--- src/verilog/hdrmc_pkg.sv ---
package hdrmc_pkg;

    // ------------------------------------------------------------
    // register map (byte addresses, one word each)
    // ------------------------------------------------------------
    localparam logic [7:0] ADDR_CTRL = 8'h00; // enable
    localparam logic [7:0] ADDR_STATUS = 8'h04; // sticky, write one to clear
    localparam logic [7:0] ADDR_MASK = 8'h08; // interrupt mask
    localparam logic [7:0] ADDR_CAUSE = 8'h0C; // failures of last checked message
    localparam logic [7:0] ADDR_GAMUT = 8'h10; // last gamut selector and class
    localparam logic [7:0] ADDR_MDCV = 8'h14; // volume message held

    // field positions
    localparam int CTRL_EN = 0;
    localparam int ST_NONCONF = 0;
    localparam int ST_FWD = 1;
    localparam int ST_AVC = 2;
    localparam int ST_TABLE = 3;
    localparam int GAMUT_CLASS_LSB = 8;
    localparam int CB_MODE = 0;
    localparam int CB_MAJOR = 1;
    localparam int CB_MINOR = 2;
    localparam int CB_PICINFO = 3;
    localparam int CB_EXT = 4;
    localparam int CB_TMAX = 5;
    localparam int CB_TMIN = 6;
    localparam int CB_CHROMA = 7;
    localparam int CB_LUMA = 8;
    localparam int CB_GAMUT = 9;
    localparam int N_CAUSE = 10;

    // values after reset
    localparam logic CTRL_EN_RST = 1'h1;
    localparam logic [3:0] STATUS_RST = 4'h0;
    localparam logic [3:0] MASK_RST = 4'h0;

    // required field values and ranges
    localparam logic [7:0] REQ_MODE = 8'h01;
    localparam logic [3:0] REQ_MAJOR = 4'h1;
    localparam logic [3:0] REQ_MINOR = 4'h0;
    localparam logic [15:0] REQ_TMAX = 16'h0064;
    localparam logic [15:0] REQ_TMIN = 16'h0000;
    localparam logic [15:0] COEF_ZERO = 16'h0000;
    localparam logic [7:0] GM_BASE_HI = 8'h01;
    localparam logic [7:0] GM_P3 = 8'h04;
    localparam logic [7:0] GM_2020 = 8'h05;
    localparam logic [7:0] GM_USER_LO = 8'h40;
    localparam logic [7:0] GM_USER_HI = 8'h7F;
    localparam logic CARRIAGE_PARAM = 1'h0;
    localparam logic [1:0] RESP_OKAY = 2'h0;
    localparam logic [1:0] RESP_DECERR = 2'h3;

    // array sizes
    localparam int N_CHROMA = 2;
    localparam int N_LUMA = 3;

    // gamut preset classes
    typedef enum logic [2:0] {
        GMC_BASE, GMC_P3_TO_709, GMC_2020_TO_709, GMC_USER, GMC_INVALID
    } hdrmc_gamut_e_t;

    // mastering display colour volume contents
    typedef struct packed {
        logic [5:0][15:0] primaries;
        logic [1:0][15:0] whitePoint;
        logic [31:0] maxLum;
        logic [31:0] minLum;
    } hdrmc_mdcv_t;

    // one parsed reconstruction metadata message
    typedef struct packed {
        logic inAvc;
        logic carriageModeSel;
        logic [7:0] reconModeCode;
        logic [3:0] specMajorRev;
        logic [3:0] specMinorRev;
        logic codedPicInfoPresent;
        logic [7:0] codedPrimaries;
        logic [15:0] codedMaxLum;
        logic [15:0] codedMinLum;
        logic targetInfoPresent;
        logic [15:0] targetMaxLum;
        logic [15:0] targetMinLum;
        logic [N_CHROMA-1:0][15:0] chromaIntoLumaCoef;
        logic [N_LUMA-1:0][15:0] lumaWeightCoef;
        logic [7:0] gamutMapMode;
        logic extPresentFlag;
        logic [5:0] extSixBitField;
        logic [7:0] extPayloadCount;
        logic mdcvPresent;
        hdrmc_mdcv_t mdcv;
    } hdrmc_msg_t;

    // bus master to slave
    typedef struct packed {
        logic awvalid;
        logic [7:0] awaddr;
        logic wvalid;
        logic [31:0] wdata;
        logic [3:0] wstrb;
        logic bready;
        logic arvalid;
        logic [7:0] araddr;
        logic rready;
    } hdrmc_axi_req_t;

    // slave to bus master
    typedef struct packed {
        logic awready;
        logic wready;
        logic bvalid;
        logic [1:0] bresp;
        logic arready;
        logic rvalid;
        logic [31:0] rdata;
        logic [1:0] rresp;
    } hdrmc_axi_rsp_t;

endpackage : hdrmc_pkg

--- src/verilog/hdrmc_conformance.sv ---
`timescale 1ns/10ps
// ----------------------------------------------------------------
// ----------------------------------------------------------------
module hdrmc_conformance
(
    // clock and reset
    input wire logic clk,
    input wire logic reset,
    // register bus
    input wire hdrmc_pkg::hdrmc_axi_req_t axiReq,
    output wire hdrmc_pkg::hdrmc_axi_rsp_t axiRsp,
    // from the bitstream parser
    input wire logic msgValid,
    input wire hdrmc_pkg::hdrmc_msg_t msgIn,
    input wire logic mdcvValid,
    input wire hdrmc_pkg::hdrmc_mdcv_t mdcvIn,
    // to the display interface transmitter
    output wire logic msgOutValid,
    output wire hdrmc_pkg::hdrmc_msg_t msgOut,
    output wire logic checkFail,
    output wire logic irq
);
    import hdrmc_pkg::*;

    // ------------------------------------------------------------
    // state
    // ------------------------------------------------------------
    typedef struct packed {
        hdrmc_axi_rsp_t rsp; // bus answer, straight out
        logic awHeld; // write address taken
        logic [7:0] awAddr;
        logic wHeld; // write data taken
        logic [31:0] wData;
        logic [3:0] wStrb;
        logic ctrlEnable; // checker on
        logic [3:0] status; // sticky events
        logic [3:0] mask; // interrupt mask
        logic [N_CAUSE-1:0] cause; // last failures
        logic [7:0] gamutLast; // last selector seen
        hdrmc_gamut_e_t gamutClass; // its decoded class
        logic mdcvHeld; // a volume message was received
        hdrmc_mdcv_t mdcv; // its contents
        hdrmc_msg_t msgOut; // message for the transmitter
        logic msgOutValid;
        logic checkFail;
        logic irq;
    } hdrmc_state_t;

    hdrmc_state_t st; // registered state
    hdrmc_state_t next_st; // its next value
    logic [N_CHROMA-1:0] chromaNz; // nonzero chroma entries
    logic [N_LUMA-1:0] lumaNz; // nonzero luma entries

    // ------------------------------------------------------------
    // coefficient checks, one comparator per entry
    // ------------------------------------------------------------
    genvar gi;
    for (gi = 0; gi < N_CHROMA; gi++)
    begin : gChroma
        // each chroma injection entry must be zero
        assign chromaNz[gi] = (msgIn.chromaIntoLumaCoef[gi] != COEF_ZERO);
    end
    for (gi = 0; gi < N_LUMA; gi++)
    begin : gLuma
        // each luma weighting entry must be zero
        assign lumaNz[gi] = (msgIn.lumaWeightCoef[gi] != COEF_ZERO);
    end

    // ------------------------------------------------------------
    // helpers
    // ------------------------------------------------------------

    // gamut selector to preset class
    function automatic hdrmc_gamut_e_t decodeGamut(input logic [7:0] code);
        hdrmc_gamut_e_t cls;
        cls = GMC_INVALID;
        if (code <= GM_BASE_HI)
        begin
            cls = GMC_BASE;
        end
        else if (code == GM_P3)
        begin
            cls = GMC_P3_TO_709;
        end
        else if (code == GM_2020)
        begin
            cls = GMC_2020_TO_709;
        end
        else if (code >= GM_USER_LO && code <= GM_USER_HI)
        begin
            cls = GMC_USER;
        end
        return cls; // everything else stays invalid
    endfunction : decodeGamut

    // word-aligned address compare, low two bits ignored
    function automatic logic addrIs(input logic [7:0] a, input logic [7:0] reg_addr);
        return a[7:2] == reg_addr[7:2];
    endfunction : addrIs

    // ------------------------------------------------------------
    // next state
    // ------------------------------------------------------------
    always_comb
    begin
        logic [N_CAUSE-1:0] fails;
        hdrmc_gamut_e_t gClass;
        logic [3:0] setBits;
        logic [3:0] clrBits;
        logic [31:0] rd;
        logic hit;
        hdrmc_mdcv_t mdcvNow;
        logic mdcvNowHeld;
        hdrmc_msg_t fwdMsg;
        fails = '0;
        gClass = GMC_INVALID;
        setBits = 4'h0;
        clrBits = 4'h0;
        rd = 32'h00000000;
        hit = 1'b0;
        mdcvNow = st.mdcv;
        mdcvNowHeld = st.mdcvHeld;
        fwdMsg = msgIn;
        next_st = st;
        next_st.msgOutValid = 1'b0; // pulses
        next_st.checkFail = 1'b0;

        // --- write channel: address and data in either order ---
        if (axiReq.awvalid && st.rsp.awready)
        begin
            next_st.awHeld = 1'b1;
            next_st.awAddr = axiReq.awaddr;
        end
        if (axiReq.wvalid && st.rsp.wready)
        begin
            next_st.wHeld = 1'b1;
            next_st.wData = axiReq.wdata;
            next_st.wStrb = axiReq.wstrb;
        end
        // response retired
        if (st.rsp.bvalid && axiReq.bready)
        begin
            next_st.rsp.bvalid = 1'b0;
        end
        // both halves in hand: perform the write
        if (next_st.awHeld && next_st.wHeld && !st.rsp.bvalid)
        begin
            next_st.awHeld = 1'b0;
            next_st.wHeld = 1'b0;
            next_st.rsp.bvalid = 1'b1;
            next_st.rsp.bresp = RESP_OKAY;
            if (addrIs(next_st.awAddr, ADDR_CTRL))
            begin
                if (next_st.wStrb[0])
                begin
                    next_st.ctrlEnable = next_st.wData[CTRL_EN];
                end
            end
            else if (addrIs(next_st.awAddr, ADDR_STATUS))
            begin
                if (next_st.wStrb[0])
                begin
                    clrBits = next_st.wData[3:0]; // write one to clear
                end
            end
            else if (addrIs(next_st.awAddr, ADDR_MASK))
            begin
                if (next_st.wStrb[0])
                begin
                    next_st.mask = next_st.wData[3:0];
                end
            end
            else if (!(addrIs(next_st.awAddr, ADDR_CAUSE) ||
                       addrIs(next_st.awAddr, ADDR_GAMUT) ||
                       addrIs(next_st.awAddr, ADDR_MDCV)))
            begin
                next_st.rsp.bresp = RESP_DECERR; // nothing mapped here
            end
        end
        // hold off new halves while one is parked or a response waits
        next_st.rsp.awready = !next_st.awHeld && !next_st.rsp.bvalid;
        next_st.rsp.wready = !next_st.wHeld && !next_st.rsp.bvalid;

        // --- read channel ---
        if (st.rsp.rvalid && axiReq.rready)
        begin
            next_st.rsp.rvalid = 1'b0;
        end
        if (axiReq.arvalid && st.rsp.arready)
        begin
            hit = 1'b1;
            if (addrIs(axiReq.araddr, ADDR_CTRL))
            begin
                rd[CTRL_EN] = st.ctrlEnable;
            end
            else if (addrIs(axiReq.araddr, ADDR_STATUS))
            begin
                rd[3:0] = st.status;
            end
            else if (addrIs(axiReq.araddr, ADDR_MASK))
            begin
                rd[3:0] = st.mask;
            end
            else if (addrIs(axiReq.araddr, ADDR_CAUSE))
            begin
                rd[N_CAUSE-1:0] = st.cause;
            end
            else if (addrIs(axiReq.araddr, ADDR_GAMUT))
            begin
                rd[7:0] = st.gamutLast;
                rd[GAMUT_CLASS_LSB+:3] = st.gamutClass;
            end
            else if (addrIs(axiReq.araddr, ADDR_MDCV))
            begin
                rd[0] = st.mdcvHeld;
            end
            else
            begin
                hit = 1'b0; // unmapped: zero data, error answer
            end
            next_st.rsp.rvalid = 1'b1;
            next_st.rsp.rdata = rd;
            next_st.rsp.rresp = hit ? RESP_OKAY : RESP_DECERR;
        end
        next_st.rsp.arready = !next_st.rsp.rvalid;

        // --- volume message capture; a same-cycle arrival is used at once ---
        if (mdcvValid)
        begin
            mdcvNow = mdcvIn;
            mdcvNowHeld = 1'b1;
            next_st.mdcv = mdcvIn;
            next_st.mdcvHeld = 1'b1;
        end

        // --- field checks ---
        gClass = decodeGamut(msgIn.gamutMapMode);
        fails[CB_MODE] = msgIn.reconModeCode != REQ_MODE;
        fails[CB_MAJOR] = msgIn.specMajorRev != REQ_MAJOR;
        fails[CB_MINOR] = msgIn.specMinorRev != REQ_MINOR;
        fails[CB_PICINFO] = msgIn.codedPicInfoPresent;
        fails[CB_EXT] = msgIn.extPresentFlag;
        // absent target fields are not checked
        fails[CB_TMAX] = msgIn.targetInfoPresent &&
                         msgIn.targetMaxLum != REQ_TMAX;
        fails[CB_TMIN] = msgIn.targetInfoPresent &&
                         msgIn.targetMinLum != REQ_TMIN;
        fails[CB_CHROMA] = |chromaNz;
        fails[CB_LUMA] = |lumaNz;
        fails[CB_GAMUT] = gClass == GMC_INVALID;

        // outgoing copy: ignored fields cleared so they cannot leak
        fwdMsg.codedPrimaries = '0;
        fwdMsg.codedMaxLum = '0;
        fwdMsg.codedMinLum = '0;
        fwdMsg.extSixBitField = '0;
        fwdMsg.extPayloadCount = '0;
        // merge the received volume when the message lacks one
        if (!msgIn.mdcvPresent && mdcvNowHeld)
        begin
            fwdMsg.mdcv = mdcvNow;
            fwdMsg.mdcvPresent = 1'b1;
        end

        // --- message disposition; disabled checker ignores input ---
        if (msgValid && st.ctrlEnable)
        begin
            if (msgIn.inAvc)
            begin
                setBits[ST_AVC] = 1'b1; // refused unchecked
            end
            else
            begin
                next_st.cause = fails;
                next_st.gamutLast = msgIn.gamutMapMode;
                next_st.gamutClass = gClass;
                if (|fails)
                begin
                    // nonconforming messages never go out
                    setBits[ST_NONCONF] = 1'b1;
                    next_st.checkFail = 1'b1;
                end
                else if (msgIn.carriageModeSel == CARRIAGE_PARAM)
                begin
                    next_st.msgOut = fwdMsg;
                    next_st.msgOutValid = 1'b1;
                    setBits[ST_FWD] = 1'b1;
                end
                else
                begin
                    setBits[ST_TABLE] = 1'b1; // table mode dropped
                end
            end
        end

        // set beats a clear in the same cycle, so no event is lost
        next_st.status = (st.status & ~clrBits) | setBits;
        next_st.irq = |(next_st.status & next_st.mask);
    end

    // ------------------------------------------------------------
    // state register
    // ------------------------------------------------------------
    always_ff @(posedge clk)
    begin
        if (reset)
        begin
            st <= '0;
            st.ctrlEnable <= CTRL_EN_RST;
            st.status <= STATUS_RST;
            st.mask <= MASK_RST;
        end
        else
        begin
            st <= next_st;
        end
    end

    // ------------------------------------------------------------
    // outputs, all from flops
    // ------------------------------------------------------------
    assign axiRsp = st.rsp;
    assign msgOutValid = st.msgOutValid;
    assign msgOut = st.msgOut;
    assign checkFail = st.checkFail;
    assign irq = st.irq;

endmodule : hdrmc_conformance

--- config.mk ---
export PLATFORM = sky130hd
export DESIGN_NAME = hdrmc_conformance
export DESIGN_NICKNAME = d
export VERILOG_FILES = /design/src/verilog/hdrmc_pkg.sv /design/src/verilog/hdrmc_conformance.sv
export SDC_FILE = /design/constraint.sdc
export NUM_CORES = 1
export LEC_CHECK = 0
export BUFFER_PORTS_ARGS = -buffer_cell sky130_fd_sc_hd__buf_2
export CORE_AREA = 4 4 422 424
export DETAILED_ROUTE_END_ITERATION = 8
export DIE_AREA = 0 0 426 428
export RECOVER_POWER = 100
export SYNTH_ARGS = -nofsm -noshare
export SYNTH_HDL_FRONTEND = slang
export SYNTH_SLANG_ARGS = --single-unit
--- constraint.sdc ---
create_clock -name clk -period 3 [get_ports clk]
set_input_delay 0.15 -clock clk [delete_from_list [all_inputs] [get_ports clk]]
set_output_delay 0.15 -clock clk [all_outputs]
set_load 0.05 [all_outputs]
==> summary.txt <==
Outcome
  – Status: finished with violations
  – Failing checks: negative hold slack, max-capacitance violations, max-slew violations

Pwr
  – Clock share of power: 0.458
  – Sw Ratio: 0.260
  – Sequential Power Share: 0.422
  – Internal power: 14,200 uW
  – Pwr dens: 518 nW/um^2
  – Lkg Pwr: 0.0152 uW
  – Max VDD drop: 0.375 mV
  – Net switching power: 4980 uW
  – Comb power frac: 0.120

Logic synthesis
  – Synth area leader: dfxtp_1
  – Yosys top cell area share: 0.465
  – Mean Syn Cell Area: 8.20 sq um
  – Synth async-reset ratio: 0
  – Netlist cell types: 47
  – Netlist Area Pre-Place: 25,400 sq um
  – Seq/Total Area, Yosys: 0.465
  – Post-synthesis instance total: 3,091
  – Most used DFF post-synth: dfxtp_1
  – Top cells by area, synth: dfxtp_1, buf_4, nand2_1
  – EDFF count, synth: 0
  – Yosys warnings: 0
  – Post-synthesis register bit count: 589

Timing
  – Tmin final: 2.91 ns
  – Crit share post-route: 0.969
  – Clock skew: 0.0252 ns
  – Achievable Freq: 344 MHz
  – Final setup viols: 0
  – Slew @ Worst Pin: 2.24 ns
  – Hold_ws: -0.00970 ns
  – Setup TNS: 0 ns
  – RSZ-0062 raised after global routing: no
  – Slew Viols, Final: 134
  – Final Hold Vio Count: 1
  – Slew HR: -0.492

Worst setup path
  – R2R Setup Slk: 0.29 ns
  – Crit Path Class: primary input to register
  – Critical Path Sink: msgOut[45]
  – Critical Path Start Type: primary input
  – Crit Reg-Reg Startpoint: axiRsp[39]
  – Worst R2R End: irq
  – Critical Path RT: 3.50 ns
  – Reg2reg path depth: 7
  – Slowest cell on crit path: dlygate4sd3_1
  – CP Max Fanout: 56
  – Crit-path max cell delay: 0.54 ns
  – Worst setup EP type: register
  – WP data arrival: 3.41 ns
  – Crit path launch: msgIn[302]
  – Crit-path cells: dlygate4sd3_1 -> buf_2 -> nor4_4 -> buf_4 -> a41oi_2 -> nor4_4 -> nand4bb_4 -> clkbuf_4 -> or3_4 -> buf_6 -> clkbuf_4 -> nand2_1 -> a21oi_1

Clock tree
  – CTS root buffer: clkbuf_16
  – Reg clk slew, reported paths: 0.06 ns
  – Worst-skew pair later-pin latency: 0.66 ns
  – CTS buffer count: 70
  – CTS tree: done
  – Clk sink count: 589
  – H-tree levels: 3
  – Max clock buf depth: 3

Min path
  – WHS Path Cells: 4
  – Worst Hold Class: primary input to register

Placed design
  – I/O Buffers: 906
  – Dpl hpwl: 86.6 mm
  – Final Wtd Congestion: 0.935
  – Post-DP Area: 30,000 sq um

Global routing
  – GR Util met1: 0.129
  – Total GRT Usage: 0.120
  – Initial antenna violation count: 20
  – Largest net degree at the start of global routing: 127
  – Vias in the first global route: 24,949
  – Met3 Usage GRT: 0.0494
  – Total grt overflow: 0
  – GRT busiest layer: met2
  – First-pass GRT wire length: 163 mm
  – Met2 Resource Use GR: 0.199

Routing
  – Residual DRC: 0
  – DR iter-0 viols: 1,472
  – Detailed Route WL: 117 mm
  – Antenna Nets Post-Route: 0
  – Vias: 24,721
  – Vias per cell: 3.81
  – DR WL/cell: 18.1 um
  – TritonRoute pass-1 iters: 7

Final layout
  – Fraction of layout cells with a size suffix above 1: 0.184
  – Layout area overhead: 45.6%
  – Nets: 4,747
  – Finished Cell Area: 36,900 sq um

Floorplan
  – Starting Density: 0.146
  – Site Rows: 153
  – Die area: 182,000 sq um
  – Die Height: 428 um
  – Total core area: 174,000 sq um
  – Ports: 1,073
  – Chip width: 426 um

Flow run
  – Max-cap violations: 2
through the flow:
| step | instances | hold slack (ns) | total power (uW) | setup WS (ns) | utilization |
|---|---|---|---|---|---|
| 2_1_floorplan | 3167 | 0.286 | 9320 | 0.853 | - |
| 3_3_place_gp | 5854 | 0.400 | 9920 | 0.0154 | 0.172 |
| 3_5_place_dp | 5854 | 0.408 | 9950 | 0.00941 | 0.172 |
| 4_1_cts | 6470 | 0.000830 | 19300 | 0.102 | 0.214 |
| 5_1_grt | 6492 | 0.0257 | 19900 | 0.0209 | 0.212 |
| 6_report | 6492 | -0.00970 | 19100 | 0.0927 | 0.212 |
worst max-delay path: cells and delay by family:
| family | cells | cell delay, ns |
|---|---|---|
| compound gates | 2 | 0.23 |
| buf+inv | 6 | 1.58 |
| simple gates | 5 | 1.35 |
power by group through the flow:
stage               clock network, uW  registers (uW)  logic [uW]
floorplan                           0            8230        1090
global placement                    0            8240        1680
detailed placement                  0            8250        1700
CTS                              9010            8080        2240
global route                     9320            8090        2460
finish                           8770            8080        2290
final cells by class:
cell class                      count  area, sq um
Fill cell                       19219       137000
Sequential cell                   589        11800
Timing Repair Buffer             1499         9970
Multi-Input combinational cell   1940         9880
Tap cell                         2325         2910
Clock buffer                      101         2010
Clock inverter                     23          317
Inverter                            6         22.5
Antenna cell                        9         22.5
layout by cell type, fill, tap and decap left out, types with 15 or more instances in the layout:
master	n
nand2_1	712
conb_1	77
dlygate4sd3_1	490
mux2i_1	202
buf_4	55
a21oi_1	265
dfxtp_1	589
clkbuf_1	382
o21ai_0	199
and3_1	87
nor2_1	255
nor4_1	32
buf_2	549
nor3_1	15
clkbuf_16	73
state kept, by name, summed over array words and instances, names as in the netlist:
| name | cells |
|---|---|
| msgOutValid | 1 |
| irq | 1 |
| checkFail | 1 |
| axiRsp | 18 |
| msgOut | 332 |
| st | 236 |
how the worst min path moves through the flow:
| stage | from | endpoint | slack, ns |
|---|---|---|---|
| after floorplan | msgIn[208] | st[587] | 0.29 |
| after global placement | mdcvIn[151] | st[542] | 0.40 |
| after detailed placement | mdcvIn[176] | st[567] | 0.41 |
| after CTS | msgIn[128] | msgOut[128] | 0.0008 |
| after global routing | msgIn[375] | st[596] | 0.03 |
| final | msgIn[375] | st[596] | -0.01 |
cells in the mapped netlist, drive strengths merged, types with 2 or more instances:
cell and instances:
clkbuf 134, a22oi 8, nand3 5, nor4b 4, nand4bb 2, dfxtp 589
o32ai 2, a21oi 267, inv 6, nor3b 3, a211oi 8, nor4 34
and3 87, nor2 255, o211ai 2, a21o 2, buf 498, o21ai 199
nand4 4, and2 16, mux2i 202, or2 3, a41oi 3, nor2b 9
nor3 16, or3 4, nand2 712, mux2 2
logic make-up (layout without fill, tap and decap cells):
family          Yosys count  count (layout)  synth area share
buf+inv                 638            1629             0.160
mux                     204             204            0.0806
flops                   589             589             0.465
compound gates          501             501             0.103
simple gates           1158            1158             0.191
other cells               1              86          0.000148
per-layer routing:
metal  wire (um)  vias to the layer above
met4        6300                        6
li1            -                    11689
met5          39                        -
met3       13300                      313
met1       42400                    11541
met2       55300                     1172
timing repair:
item	4_1_cts	5_1_grt
resized for setup	0	17
hold endpoints to repair	479	0
endpoints found under the setup margin	0	178
hold buffers	492	0
setup buffers	0	9
No activity file was read; power rests on OpenSTA's default activity.
